--- src/common/swec_map.vh ---
// Function
// READ_MODIFY_WRITE off: flag writes in protected range unaligned or not whole 64-bit words
// READ_MODIFY_WRITE on: such writes complete by read-modify-write, no error raised
// Error drives interrupt only once its enable bit is set via enable-set
// A violation sets the write-check error bit in raw interrupt status
// Write with all byte enables low changes neither data nor check bits
// Sub-quanta write returns an error on the master's status line
// Master records code 0x4 data error and raises its port error interrupt
// Cache block writeback ends with one-byte write, byte enables cleared
// Global writebacks emit no trailing one-byte write
// Master captures only first port error until software clears it
// Error stays set until cleared; pending error blocks retrigger
// One shared error interrupt output for every master
// Error status rides on the normal write response of that write
`ifndef SWEC_MAP_VH
`define SWEC_MAP_VH

// Register byte offsets
`define SWEC_OFS_CTRL      6'h00
`define SWEC_OFS_RAW       6'h04
`define SWEC_OFS_MSK_STAT  6'h08
`define SWEC_OFS_EN_SET    6'h0C
`define SWEC_OFS_EN_CLR    6'h10
`define SWEC_OFS_BASE      6'h14
`define SWEC_OFS_LIMIT     6'h18
`define SWEC_OFS_ERR_ADDR  6'h1C
`define SWEC_OFS_ERR_MST   6'h20
`define SWEC_OFS_ERR_CNT   6'h24

// ecc_control fields
`define SWEC_CTRL_RMW      0
`define SWEC_CTRL_ECC_ON   1
`define SWEC_CTRL_RST      2'h2

// Interrupt status fields
`define SWEC_IRQ_WR_ERR    0

// Range reset values
`define SWEC_BASE_RST      32'h00000000
`define SWEC_LIMIT_RST     32'hFFFFFFFF

// One 64-bit word
`define SWEC_WORD_BYTES    3
`define SWEC_LANES         8
`define SWEC_BE_NONE       8'h00
`define SWEC_BE_ALL        8'hFF

`endif

--- src/verilog/swec_qual.v ---
`timescale 1ns/1ns
`default_nettype none
`include "swec_map.vh"

module swec_qual #(
  parameter AW = 32,
  parameter CW = 8
) (
  input  wire [AW-1:0] addr,
  input  wire [CW-1:0] byte_cnt,
  input  wire [7:0]    byte_en,
  input  wire [AW-1:0] base,
  input  wire [AW-1:0] limit,
  input  wire          ecc_on,
  input  wire          read_modify_write_enable,
  output wire          in_range,
  output wire          misfit,
  output wire          flag_err,
  output wire          need_rmw,
  output wire          no_write
);

  wire unaligned;
  wire sub_quanta;

  assign in_range   = ecc_on && (addr >= base) && (addr <= limit);
  assign unaligned  = |addr[`SWEC_WORD_BYTES-1:0];
  assign sub_quanta = (|byte_cnt[`SWEC_WORD_BYTES-1:0]) || (byte_cnt == {CW{1'b0}});
  assign misfit     = in_range && (unaligned || sub_quanta);
  assign flag_err   = misfit && !read_modify_write_enable;
  assign need_rmw   = misfit && read_modify_write_enable && !no_write;
  assign no_write   = (byte_en == `SWEC_BE_NONE);

endmodule // swec_qual

`default_nettype wire

--- src/verilog/swec_top.v ---
`timescale 1ns/1ns
`default_nettype none
`include "swec_map.vh"

module swec_top #(
  parameter AW = 32,
  parameter CW = 8,
  parameter MW = 4
) (
  input  wire          clk_sys,
  input  wire          rst,
  // Write request from bus masters
  input  wire          wr_valid,
  output wire          wr_ready,
  input  wire [AW-1:0] wr_addr,
  input  wire [CW-1:0] wr_byte_cnt,
  input  wire [7:0]    wr_byte_en,
  input  wire [63:0]   wr_data,
  input  wire [MW-1:0] wr_mst,
  // Write response with error status
  output reg           wr_resp_valid,
  output reg           wr_resp_err,
  output reg  [MW-1:0] wr_resp_mst,
  // SDRAM side
  output reg           mem_req,
  output reg           mem_we,
  output reg  [AW-1:0] mem_addr,
  output reg  [63:0]   mem_wdata,
  output reg  [7:0]    mem_wcheck,
  output reg  [7:0]    mem_wmask,
  input  wire          mem_ready,
  input  wire          mem_rvalid,
  input  wire [63:0]   mem_rdata,
  // Register port
  input  wire [5:0]    reg_addr,
  input  wire [31:0]   reg_wdata,
  input  wire          reg_wr,
  input  wire          reg_rd,
  output reg  [31:0]   reg_rdata,
  // Shared error interrupt
  output wire          irq
);

  ////////////////////////////////////////////////////////////////////////////
  // Functions

  function [7:0] check_bits;
    input [63:0] d;
    integer i;
    begin
      check_bits = 8'h00;
      for (i = 0; i < `SWEC_LANES; i = i + 1) begin
        check_bits[i] = ^d[i*8 +: 8];
      end
    end
  endfunction

  function [63:0] merge_lanes;
    input [63:0] old_d;
    input [63:0] new_d;
    input [7:0]  be;
    integer i;
    begin
      merge_lanes = old_d;
      for (i = 0; i < `SWEC_LANES; i = i + 1) begin
        if (be[i]) begin
          merge_lanes[i*8 +: 8] = new_d[i*8 +: 8];
        end
      end
    end
  endfunction

  ////////////////////////////////////////////////////////////////////////////
  // Registers

  localparam ST_IDLE = 3'h0;
  localparam ST_RD   = 3'h1;
  localparam ST_RWT  = 3'h2;
  localparam ST_WR   = 3'h3;
  localparam ST_RESP = 3'h4;

  reg  [2:0]    state_r;
  reg  [2:0]    state_nxt;
  reg  [1:0]    ctrl_r;
  reg           raw_err_r;
  reg           en_err_r;
  reg  [AW-1:0] base_r;
  reg  [AW-1:0] limit_r;
  reg  [AW-1:0] err_addr_r;
  reg  [MW-1:0] err_mst_r;
  reg  [15:0]   err_cnt_r;
  reg  [AW-1:0] cur_addr_r;
  reg  [63:0]   cur_data_r;
  reg  [7:0]    cur_be_r;
  reg  [MW-1:0] cur_mst_r;
  reg           cur_err_r;

  wire in_range;
  wire misfit;
  wire flag_err;
  wire need_rmw;
  wire no_write;
  wire take;
  wire err_event;
  wire reg_hit_raw;

  assign wr_ready = (state_r == ST_IDLE);
  assign take     = wr_valid && wr_ready;

  swec_qual #(
    .AW (AW),
    .CW (CW)
  ) u_qual (
    .addr     (wr_addr),
    .byte_cnt (wr_byte_cnt),
    .byte_en  (wr_byte_en),
    .base     (base_r),
    .limit    (limit_r),
    .ecc_on   (ctrl_r[`SWEC_CTRL_ECC_ON]),
    .read_modify_write_enable   (ctrl_r[`SWEC_CTRL_RMW]),
    .in_range (in_range),
    .misfit   (misfit),
    .flag_err (flag_err),
    .need_rmw (need_rmw),
    .no_write (no_write)
  );

  assign err_event = take && flag_err;

  ////////////////////////////////////////////////////////////////////////////
  // Write sequencer

  always @* begin
    state_nxt = state_r;
    case (state_r)
      ST_IDLE: begin
        if (take) begin
          if (no_write) begin
            state_nxt = ST_RESP;
          end else if (need_rmw) begin
            state_nxt = ST_RD;
          end else begin
            state_nxt = ST_WR;
          end
        end
      end
      ST_RD: begin
        if (mem_ready) begin
          state_nxt = ST_RWT;
        end
      end
      ST_RWT: begin
        if (mem_rvalid) begin
          state_nxt = ST_WR;
        end
      end
      ST_WR: begin
        if (mem_ready) begin
          state_nxt = ST_RESP;
        end
      end
      ST_RESP: begin
        state_nxt = ST_IDLE;
      end
      default: begin
        state_nxt = ST_IDLE;
      end
    endcase
  end

  always @(posedge clk_sys or posedge rst) begin
    if (rst) begin
      state_r    <= ST_IDLE;
      cur_addr_r <= {AW{1'b0}};
      cur_data_r <= 64'h0000000000000000;
      cur_be_r   <= `SWEC_BE_NONE;
      cur_mst_r  <= {MW{1'b0}};
      cur_err_r  <= 1'b0;
    end else begin
      state_r <= state_nxt;
      if (take) begin
        cur_addr_r <= wr_addr;
        cur_data_r <= wr_data;
        cur_be_r   <= wr_byte_en;
        cur_mst_r  <= wr_mst;
        cur_err_r  <= flag_err;
      end else if (state_r == ST_RWT && mem_rvalid) begin
        cur_data_r <= merge_lanes(mem_rdata, cur_data_r, cur_be_r);
        cur_be_r   <= `SWEC_BE_ALL;
      end
    end
  end

  ////////////////////////////////////////////////////////////////////////////
  // SDRAM command

  always @(posedge clk_sys or posedge rst) begin
    if (rst) begin
      mem_req    <= 1'b0;
      mem_we     <= 1'b0;
      mem_addr   <= {AW{1'b0}};
      mem_wdata  <= 64'h0000000000000000;
      mem_wcheck <= 8'h00;
      mem_wmask  <= `SWEC_BE_NONE;
    end else begin
      case (state_nxt)
        ST_RD: begin
          mem_req   <= 1'b1;
          mem_we    <= 1'b0;
          mem_addr  <= take ? wr_addr : cur_addr_r;
          mem_wmask <= `SWEC_BE_NONE;
        end
        ST_WR: begin
          mem_req <= 1'b1;
          mem_we  <= 1'b1;
          if (take) begin
            mem_addr   <= wr_addr;
            mem_wdata  <= wr_data;
            mem_wcheck <= check_bits(wr_data);
            mem_wmask  <= wr_byte_en;
          end else if (state_r == ST_RWT) begin
            mem_addr   <= cur_addr_r;
            mem_wdata  <= merge_lanes(mem_rdata, cur_data_r, cur_be_r);
            mem_wcheck <= check_bits(merge_lanes(mem_rdata, cur_data_r, cur_be_r));
            mem_wmask  <= `SWEC_BE_ALL;
          end
        end
        default: begin
          mem_req   <= 1'b0;
          mem_we    <= 1'b0;
          mem_wmask <= `SWEC_BE_NONE;
        end
      endcase
    end
  end

  ////////////////////////////////////////////////////////////////////////////
  // Write response

  always @(posedge clk_sys or posedge rst) begin
    if (rst) begin
      wr_resp_valid <= 1'b0;
      wr_resp_err   <= 1'b0;
      wr_resp_mst   <= {MW{1'b0}};
    end else begin
      wr_resp_valid <= (state_r == ST_RESP);
      if (state_r == ST_RESP) begin
        wr_resp_err <= cur_err_r;
        wr_resp_mst <= cur_mst_r;
      end else begin
        wr_resp_err <= 1'b0;
      end
    end
  end

  ////////////////////////////////////////////////////////////////////////////
  // Control and status registers

  assign reg_hit_raw = reg_wr && (reg_addr == `SWEC_OFS_RAW);

  always @(posedge clk_sys or posedge rst) begin
    if (rst) begin
      ctrl_r     <= `SWEC_CTRL_RST;
      raw_err_r  <= 1'b0;
      en_err_r   <= 1'b0;
      base_r     <= `SWEC_BASE_RST;
      limit_r    <= `SWEC_LIMIT_RST;
      err_addr_r <= {AW{1'b0}};
      err_mst_r  <= {MW{1'b0}};
      err_cnt_r  <= 16'h0000;
    end else begin
      // Set wins over a same-cycle clear
      if (err_event) begin
        raw_err_r <= 1'b1;
      end else if (reg_hit_raw && reg_wdata[`SWEC_IRQ_WR_ERR]) begin
        raw_err_r <= 1'b0;
      end
      // First error address kept while pending
      if (err_event && !raw_err_r) begin
        err_addr_r <= wr_addr;
        err_mst_r  <= wr_mst;
      end
      if (err_event && err_cnt_r != 16'hFFFF) begin
        err_cnt_r <= err_cnt_r + 16'h0001;
      end
      if (reg_wr) begin
        case (reg_addr)
          `SWEC_OFS_CTRL: begin
            ctrl_r <= reg_wdata[1:0];
          end
          `SWEC_OFS_EN_SET: begin
            if (reg_wdata[`SWEC_IRQ_WR_ERR]) begin
              en_err_r <= 1'b1;
            end
          end
          `SWEC_OFS_EN_CLR: begin
            if (reg_wdata[`SWEC_IRQ_WR_ERR]) begin
              en_err_r <= 1'b0;
            end
          end
          `SWEC_OFS_BASE: begin
            base_r <= reg_wdata[AW-1:0];
          end
          `SWEC_OFS_LIMIT: begin
            limit_r <= reg_wdata[AW-1:0];
          end
          `SWEC_OFS_ERR_CNT: begin
            err_cnt_r <= 16'h0000;
          end
          default: begin
            ctrl_r <= ctrl_r;
          end
        endcase
      end
    end
  end

  always @(posedge clk_sys or posedge rst) begin
    if (rst) begin
      reg_rdata <= 32'h00000000;
    end else if (reg_rd) begin
      case (reg_addr)
        `SWEC_OFS_CTRL:     reg_rdata <= {30'h00000000, ctrl_r};
        `SWEC_OFS_RAW:      reg_rdata <= {31'h00000000, raw_err_r};
        `SWEC_OFS_MSK_STAT: reg_rdata <= {31'h00000000, raw_err_r & en_err_r};
        `SWEC_OFS_EN_SET:   reg_rdata <= {31'h00000000, en_err_r};
        `SWEC_OFS_EN_CLR:   reg_rdata <= {31'h00000000, en_err_r};
        `SWEC_OFS_BASE:     reg_rdata <= base_r;
        `SWEC_OFS_LIMIT:    reg_rdata <= limit_r;
        `SWEC_OFS_ERR_ADDR: reg_rdata <= err_addr_r;
        `SWEC_OFS_ERR_MST:  reg_rdata <= {{(32-MW){1'b0}}, err_mst_r};
        `SWEC_OFS_ERR_CNT:  reg_rdata <= {16'h0000, err_cnt_r};
        default:            reg_rdata <= 32'h00000000;
      endcase
    end else begin
      reg_rdata <= 32'h00000000;
    end
  end

  // One level output for all masters
  assign irq = raw_err_r & en_err_r;

endmodule // swec_top

`default_nettype wire
--- config.mk ---
export PLATFORM = sky130hd
export DESIGN_NAME = swec_top
export DESIGN_NICKNAME = d
export VERILOG_FILES = /design/src/verilog/swec_qual.v /design/src/verilog/swec_top.v
export VERILOG_INCLUDE_DIRS = /design/src /design/src/common
export SDC_FILE = /design/constraint.sdc
export NUM_CORES = 1
export LEC_CHECK = 0
export BUFFER_PORTS_ARGS = -buffer_cell sky130_fd_sc_hd__buf_4
export CAP_MARGIN = 20
export CORE_MARGIN = 2
export CORE_UTILIZATION = 37
export CTS_CLUSTER_SIZE = 40
export DETAILED_ROUTE_END_ITERATION = 7
export GPL_TIMING_DRIVEN = 0
export PLACE_DENSITY = 0.55
export SLEW_MARGIN = 15
export SYNTH_ARGS = -nofsm -noshare
export SYNTH_HDL_FRONTEND = slang
export SYNTH_HIERARCHICAL = 1
export SYNTH_SLANG_ARGS = --single-unit
--- constraint.sdc ---
create_clock -name clk_sys -period 16.5 [get_ports clk_sys]
set_clock_uncertainty 0.1 [all_clocks]
set_input_delay 0.825 -clock clk_sys [delete_from_list [all_inputs] [get_ports clk_sys]]
set_output_delay 0.825 -clock clk_sys [all_outputs]
set_load 0.01 [all_outputs]
==> impl_metrics.ini, run 1 <==
[status]
status = finished, final reports clean

[floorplan]
placementRows = 83
core-area_um2 = 51600
ioPinCount = 379
initial_core_util_pct = 37.6
die_h_um = 233
die_w_um = 233
die-area_um2 = 54300

[placed_design]
dp.cells = 2950
io_buffers = 378
gp_congestion = 0.871
dp_hpwl_mm = 47.1

[setup_path]
reg2regPathDepth = 11
r2r_end = err_addr_r[14]
max_stage_delay_ns = 0.63
r2r_setup_slack_ns = 11.83
cp_slowest_cell = nor2_2
cpMostUsedCell = nand2_1
worstSetupPathType = flip-flop to flip-flop
end_kind = flip-flop
crit_family = simple AND/OR/NAND/NOR gates
cp_max_fo = 10
crit-reg2reg-launch = limit_r[30]
critPathLaunchType = flip-flop
cp_data_required_time_ns = 16.85
crit_arrival_ns = 5.01
crit_buf_inv = 2
crit_chain = inv_1 > ha_1 > nand4_1 > nor4_1 > nand2_1 > o32a_4 > nor4b_2 > nand2_1 > nor2_2 > buf_2 > mux2_2

[clock_tree]
cts_made_buffers = 45
clockBufferDepth = 3
hold_buffers = 0
ctsResizeCount = 0
cts_tree = done
path_clk_slew_ns = 0.06
clock_latency_ns = 0.58
ctsRootBufferMaster = clkbuf_16
numClockSinks = 384
cts-htree-levels = 2
cts_setup_buffers = 0

[worst_hold_path]
hold_path_class = input pin to async pin

[sta]
final-hold-violation-count = 0
clock.fmax_ghz = 0.214
rsz0062_at_grt = false
worst_pin_slew_ns = 1.10
period_minus_slack_ns = 4.67
drv_slew = 0
fin_crit_sh_pct = 28.3
setup_viol = 0
relSlewSlack_pct = 26.7
tns_ns = 0

[finish]
syn2layout_area_growth_pct = 28.0
layout_commonest_cell = buf_4
final_cell_mix = buf_4, dfrtp_1, nand2_1
nets = 2607
drive_gt1_share_pct = 28.4
fin_cells = 3039

[detailed_routing]
wl_per_cell_um = 20.5
drtIter0Drc = 939
drt_wl_total_mm = 62.3
vias_per_cell = 5.15
via_count = 15664
firstDrtPassIters = 5
drcViolationCount = 0
ant_nets = 0

[global_routing]
grt_overflow = 0
grt_pass1_vias = 15642
antenna_found_initial = 10
grt_max_degree = 107
track_usage_pct = 22.8
grt_pass1_wl_mm = 94.0

[pwr]
p_leak_nw = 11.8
vdd_drop_max_v = 0.0000979
p_per_area_nw_per_um2 = 165

[synth]
yosysWarnings = 6
synth_area_um2 = 19400
syn_avg_cell_area_um2 = 10.3
syn_inst = 1888
syn-num-nets = 2178

[run]
drv_cap = 0
-- sequential cells by signal, indices dropped and copies added (netlist names) --
| name | flops |
|---|---|
| cur_data_r | 64 |
| mem_wdata | 64 |
| base_r | 32 |
| cur_addr_r | 32 |
| err_addr_r | 32 |
| limit_r | 32 |
| mem_addr | 32 |
| reg_rdata | 32 |
| err_cnt_r | 16 |
| cur_be_r | 8 |
| mem_wcheck | 8 |
| mem_wmask | 8 |
| cur_mst_r | 4 |
| err_mst_r | 4 |
| wr_resp_mst | 4 |
| state_r | 3 |
| ctrl_r | 2 |
| cur_err_r | 1 |
| en_err_r | 1 |
| mem_req | 1 |
| mem_we | 1 |
| raw_err_r | 1 |
| wr_resp_err | 1 |
| wr_resp_valid | 1 |
-- how the worst max path moves through the flow --
stage	from	end	slack, ns	depth (start not counted)
after floorplan	rst	base_r[0]	4.96	1
after global placement	rst	mem_wdata[41]	0.33	2
after detailed placement	wr_addr[15]	err_addr_r[11]	11.29	12
after CTS	limit_r[31]	err_addr_r[18]	11.86	11
after global routing	limit_r[30]	err_addr_r[15]	11.53	11
final	limit_r[30]	err_addr_r[14]	11.83	11
-- worst reg2reg max path, stage by stage, from the launching register on --
cell	delay, ns
dfstp_2	0.54
inv_1	0.05
ha_1	0.30
nand4_1	0.16
nor4_1	0.47
nand2_1	0.24
o32a_4	0.44
nor4b_2	0.47
nand2_1	0.32
nor2_2	0.63
buf_2	0.45
mux2_2	0.38
-- where the power goes --
group          internal [mW]  total [mW]  switching [mW]
Sequential              1.23        1.40           0.169
Combinational          0.711        1.60           0.893
Clock                  0.663        1.08           0.418
-- layout make-up --
type                       count  area (um^2)
antenna                        6         15.0
buffer                        94          442
clock buffer                  66         1360
clock inverter                17          243
fill                        4844        26800
inverter                      79          304
multi-input combinational   1331         9010
sequential                   384         9650
tap                          680          851
timing repair buffer         382         2950
-- stage by stage --
stage                     utilization (%)  power, mW  worst slack, ns  hold WS, ns  instance area (um^2)
after floorplan                         -       2.42             4.96        0.336                 19400
after global placement               44.7       3.00            0.334        0.349                 23100
after detailed placement             45.0       3.03            11.29        0.353                 23200
final                                48.1       4.09            11.83        0.152                 24800
after global routing                 48.1       4.36            11.53        0.168                 24800
after CTS                            48.1       4.13            11.86        0.137                 24800
-- metal layers --
| layer | track usage, % | wire length [um] |
|---|---|---|
| met3 | 3.54 | 3240 |
| met4 | 9.22 | 2140 |
| met1 | 32.0 | 28600 |
| met2 | 35.2 | 28300 |
| met5 | 0 | 23 |
Note: power is estimated with default switching activity, not from simulation.
==> run 2, diff against run 1 <==
--- a/config.mk
+++ b/config.mk
@@ -13,7 +13,7 @@
 export CTS_CLUSTER_SIZE = 40
 export DETAILED_ROUTE_END_ITERATION = 7
 export GPL_TIMING_DRIVEN = 0
-export PLACE_DENSITY = 0.55
+export PLACE_DENSITY = 0.57
 export SLEW_MARGIN = 15
 export SYNTH_ARGS = -nofsm -noshare
 export SYNTH_HDL_FRONTEND = slang
==> constraint.sdc (replaced) <==
create_clock -name clk_sys -period 4.13 [get_ports clk_sys]
set_clock_uncertainty 0.1 [all_clocks]
set_input_delay 0.2065 -clock clk_sys [delete_from_list [all_inputs] [get_ports clk_sys]]
set_output_delay 0.2065 -clock clk_sys [all_outputs]
set_load 0.01 [all_outputs]
==> impl_metrics.ini, run 2 (synthesis gave the netlist of run 1 again) <==
[status]
status = finished, final reports clean

[setup_path]
crit_arrival_ns = 4.38
worstSetupPathType = flip-flop to flip-flop
crit_path_end = mem_wcheck[0]
cp_data_required_time_ns = 4.47
r2r_end = mem_wcheck[0]
cp_max_fo = 10
reg2regPathDepth = 14
critPathLaunchType = flip-flop
end_kind = flip-flop
critPathLaunch = base_r[13]
crit-reg2reg-launch = base_r[13]
r2r_setup_slack_ns = 0.1

[detailed_routing]
drt_wl_total_mm = 65.0
drtIter0Drc = 1097
ant_nets = 0
via_count = 16807
firstDrtPassIters = 6
vias_per_cell = 5.12
drcViolationCount = 0
wl_per_cell_um = 19.8

[global_routing]
grt_use_met3_pct = 3.97
grt_overflow = 0
grt_pass1_wl_mm = 98.7
use_met1_pct = 32.2
antenna_found_initial = 3
grt_max_degree = 36
grtUsageMet2_pct = 38.2
grt_pass1_vias = 17083
top_usage_layer = met2
track_usage_pct = 23.7

[floorplan]
initial_core_util_pct = 37.6
die_w_um = 233
core-area_um2 = 51600
die_h_um = 233
placementRows = 83
die-area_um2 = 54300
ioPinCount = 379

[sta]
tns_ns = 0
drv_slew = 0
final-hold-violation-count = 0
worst_pin_slew_ns = 1.13
relSlewSlack_pct = 24.6
period_minus_slack_ns = 4.03
fin_crit_sh_pct = 97.6
clock.fmax_ghz = 0.248
setup_viol = 0

[pwr]
p_per_area_nw_per_um2 = 630
p_leak_nw = 12.9
p_total_mw = 17.3
vdd_drop_max_v = 0.000332

[worst_hold_path]
hold_path_class = input pin to flip-flop

[clock_tree]
cts_tree = done
numClockSinks = 384
cts-htree-levels = 2
cts_made_buffers = 46
clock_latency_ns = 0.58
path_clk_slew_ns = 0.06
clockBufferDepth = 3
ctsRootBufferMaster = clkbuf_16

[placed_design]
io_buffers = 378
gp_congestion = 0.865
dp_hpwl_mm = 47.9
dp.cells = 2960

[finish]
syn2layout_area_growth_pct = 41.7
final_cell_mix = buf_4, dfrtp_1, nand2_1
fin_cells = 3281
nets = 2851
reg.largest.list = cur_data_r (64), mem_wdata (64)
nFillCells = 4688
layout_commonest_cell = buf_4
drive_gt1_share_pct = 27.0

[run]
drv_cap = 0
## run 2: area by class of cell
class	count	area, um^2	share of cell area (%)
Inverter	79	300	1.09
Tap cell	680	851	3.10
Buffer	94	463	1.68
Clock buffer	61	1330	4.85
Antenna cell	4	10.0	0.0364
Timing Repair Buffer	625	5440	19.8
Multi-Input combinational cell	1331	9100	33.1
Sequential cell	384	9650	35.1
Clock inverter	23	320	1.17
## run 2: layer usage
| metal | vias to the layer above | routed length [um] |
|---|---|---|
| met5 | - | 0 |
| met4 | 0 | 2130 |
| met3 | 111 | 3250 |
| met2 | 458 | 30400 |
| met1 | 8385 | 29300 |
| li1 | 7853 | - |
## run 2: critical path, stage by stage (launching register included)
cell	delay, ns
dfrtp_1	0.38
inv_1	0.09
ha_4	0.20
a21oi_2	0.11
nor2_1	0.05
a211o_1	0.30
o41a_1	0.45
nor4_4	0.58
nor4b_4	0.10
or4b_4	0.51
a211o_4	0.39
buf_6	0.16
buf_6	0.15
a22oi_1	0.21
o21ai_1	0.11
## run 2: worst min-delay path by stage
stage / startpoint / endpoint / slack (ns) / cells after the start
finish: mem_rdata[16] / cur_data_r[16] / 0.02 / 5
global placement: wr_mst[0] / cur_mst_r[0] / 0.32 / 3
CTS: mem_rdata[24] / cur_data_r[24] / 0.002 / 5
global route: mem_rdata[46] / cur_data_r[46] / 0.06 / 5
floorplan: mem_ready / mem_we / 0.20 / 1
detailed placement: rst / wr_resp_mst[2] / 0.24 / 2
## run 2: what timing repair did
item / 4_1_cts / 5_1_grt
hold buffers: 225 / 0
setup buffers: 2 / 5
gates resized for setup: 3 / 27
setup endpoints to repair: 103 / 108
endpoints found under the hold margin: 349 / 0
pin swaps: 1 / 7
cloned: 0 / 1
## run 2: power by group
part	switching, mW	leakage [nW]	internal, mW
clock	1.68	0.818	2.76
combinational	3.75	7.14	3.49
sequential	0.700	4.92	4.93
## run 2: stage by stage
stage / setup WS, ns / instance area, um^2 / util, % / hold WS, ns
6_report: 0.0980 / 27500 / 53.2 / 0.0215
5_1_grt: -0.0243 / 27500 / 53.2 / 0.0590
4_1_cts: 0.0149 / 27300 / 52.9 / 0.00217
3_5_place_dp: -0.341 / 23400 / 45.2 / 0.237
3_3_place_gp: -3.70 / 23100 / 44.7 / 0.325
2_1_floorplan: -1.31 / 19400 / - / 0.202
==> run 3, diff against run 2 <==
--- a/config.mk
+++ b/config.mk
@@ -14,6 +14,7 @@
 export DETAILED_ROUTE_END_ITERATION = 7
 export GPL_TIMING_DRIVEN = 0
 export PLACE_DENSITY = 0.57
+export RECOVER_POWER = 100
 export SLEW_MARGIN = 15
 export SYNTH_ARGS = -nofsm -noshare
 export SYNTH_HDL_FRONTEND = slang
==> impl_metrics.ini, run 3 (synthesis gave the netlist of run 1 again) <==
[finish]
layout_commonest_cell = dfrtp_1
fin_area_um2 = 26800
drive_gt1_share_pct = 20.7
syn2layout_area_growth_pct = 37.9
fin_cells = 3281
reg.largest.list = cur_data_r (64), mem_wdata (64)
nFillCells = 4899
final_cell_mix = dfrtp_1, nand2_1, clkbuf_1
nets = 2851

[global_routing]
grt_pass1_wl_mm = 98.7
grt_max_degree = 36
track_usage_pct = 23.7
antenna_found_initial = 3
grt_pass1_vias = 17083
grt_overflow = 0

[clock_tree]
ctsRootBufferMaster = clkbuf_16
cts-htree-levels = 2
clock_latency_ns = 0.58
cts_made_buffers = 46
path_clk_slew_ns = 0.06
cts_tree = done
clockBufferDepth = 3
numClockSinks = 384

[placed_design]
placed_cell_area_um2 = 23400
dp.cells = 2960
io_buffers = 378
gp_congestion = 0.865
dp_hpwl_mm = 47.9

[detailed_routing]
wl_per_cell_um = 19.8
firstDrtPassIters = 6
drcViolationCount = 0
via_count = 16821
drt_wl_total_mm = 64.9
ant_nets = 0
vias_per_cell = 5.13
drtIter0Drc = 1073

[status]
status = complete, but fails checks
violations = capacitance limit, slew limit

[run]
drv_cap = 3

[pwr]
vdd_drop_max_v = 0.000316
p_per_area_nw_per_um2 = 631
p_leak_nw = 12.2

[sta]
drv_slew = 94
final-hold-violation-count = 0
fin_crit_sh_pct = 98.5
relSlewSlack_pct = -24.1
clock.fmax_ghz = 0.246
period_minus_slack_ns = 4.07
worst_pin_slew_ns = 1.86
setup_viol = 0

[setup_path]
worstSetupPathType = flip-flop to flip-flop
crit_arrival_ns = 4.41
cp_data_required_time_ns = 4.47
cpMostUsedCell = buf_6
critPathLaunchType = flip-flop
end_kind = flip-flop
crit_family = simple AND/OR/NAND/NOR gates
crit_buf_inv = 3
max_stage_delay_ns = 0.56
cp_slowest_cell = nor4_4
crit_chain = inv_1 > ha_1 > nand4_1 > or3_1 > a221oi_1 > o41a_1 > nor4_4 > nor4b_1 > or4b_4 > a211o_4 > buf_6 > buf_6 > a22oi_1 > o21ai_1
r2r_setup_slack_ns = 0.06
cp_max_fo = 10

[floorplan]
die_h_um = 233
placementRows = 83
ioPinCount = 379
die_w_um = 233
initial_core_util_pct = 37.6
core-area_um2 = 51600
die-area_um2 = 54300

[worst_hold_path]
hold_path_class = input pin to flip-flop
-- run 3: worst register-to-register path: cells and delay by family (launching register included) --
kind	cells	cell delay, ns
AO/OA/AOI/OAI	5	1.24
flip-flops	1	0.38
buffers and inverters	3	0.37
adder cells (fa/ha/maj)	1	0.27
AND/OR/NAND/NOR	5	1.60
-- run 3: what timing repair did --
item	CTS	global route
endpoints found under the hold margin	349	0
hold buffers	225	0
resized for setup	3	27
pin swaps	1	7
cloned	0	1
setup buffers	2	5
setup endpoints to repair	103	108
-- run 3: per-stage QoR --
stage / util (%) / power, mW / TNS (ns) / hold slack (ns) / worst slack, ns
2_1_floorplan: - / 9.69 / -460.35 / 0.202 / -1.31
3_3_place_gp: 44.7 / 12.0 / -1351.16 / 0.325 / -3.70
3_5_place_dp: 45.2 / 12.1 / -13.87 / 0.237 / -0.341
4_1_cts: 52.9 / 17.3 / 0 / 0.00217 / 0.0149
5_1_grt: 51.8 / 18.0 / -0.0716 / 0.0590 / -0.0196
6_report: 51.8 / 16.9 / 0 / 0.0201 / 0.0600
-- run 3: power breakdown --
group | internal (mW) | total [mW] | leakage (nW) | switching (mW)
combinational | 3.08 | 6.83 | 6.45 | 3.75
sequential | 4.93 | 5.61 | 4.92 | 0.686
clock | 2.76 | 4.44 | 0.818 | 1.68
-- run 3: area by class of cell --
| cell class | instances | area [um^2] | area share, % |
|---|---|---|---|
| antenna | 4 | 10.0 | 0.0374 |
| buffer | 94 | 447 | 1.67 |
| clock buffer | 61 | 1330 | 4.98 |
| clock inverter | 23 | 320 | 1.20 |
| inverter | 79 | 298 | 1.11 |
| multi-input combinational | 1331 | 9090 | 34.0 |
| sequential | 384 | 9650 | 36.1 |
| tap | 680 | 851 | 3.18 |
| timing repair buffer | 625 | 4760 | 17.8 |
-- run 3: per-layer routing --
metal / vias up / wire length [um] / part of all wire [%] / GRT usage, %
met2: 470 / 30200 / 47 / 38.2
met1: 8380 / 29400 / 45 / 32.2
met5: - / 0 / 0 / 0
met3: 115 / 3100 / 4.8 / 3.97
li1: 7856 / - / - / -
met4: 0 / 2170 / 3.4 / 8.12
-- run 3: worst paths after layout --
check	from	end	cells past startpoint
max	base_r[12]	mem_wcheck[0]	14
max reg2reg	base_r[12]	mem_wcheck[0]	14
max in group asynchronous	rst	mem_addr[29]	9
min in group asynchronous	rst	base_r[0]	3
min	mem_rdata[16]	cur_data_r[16]	5
min reg2reg	cur_addr_r[30]	cur_addr_r[30]	2
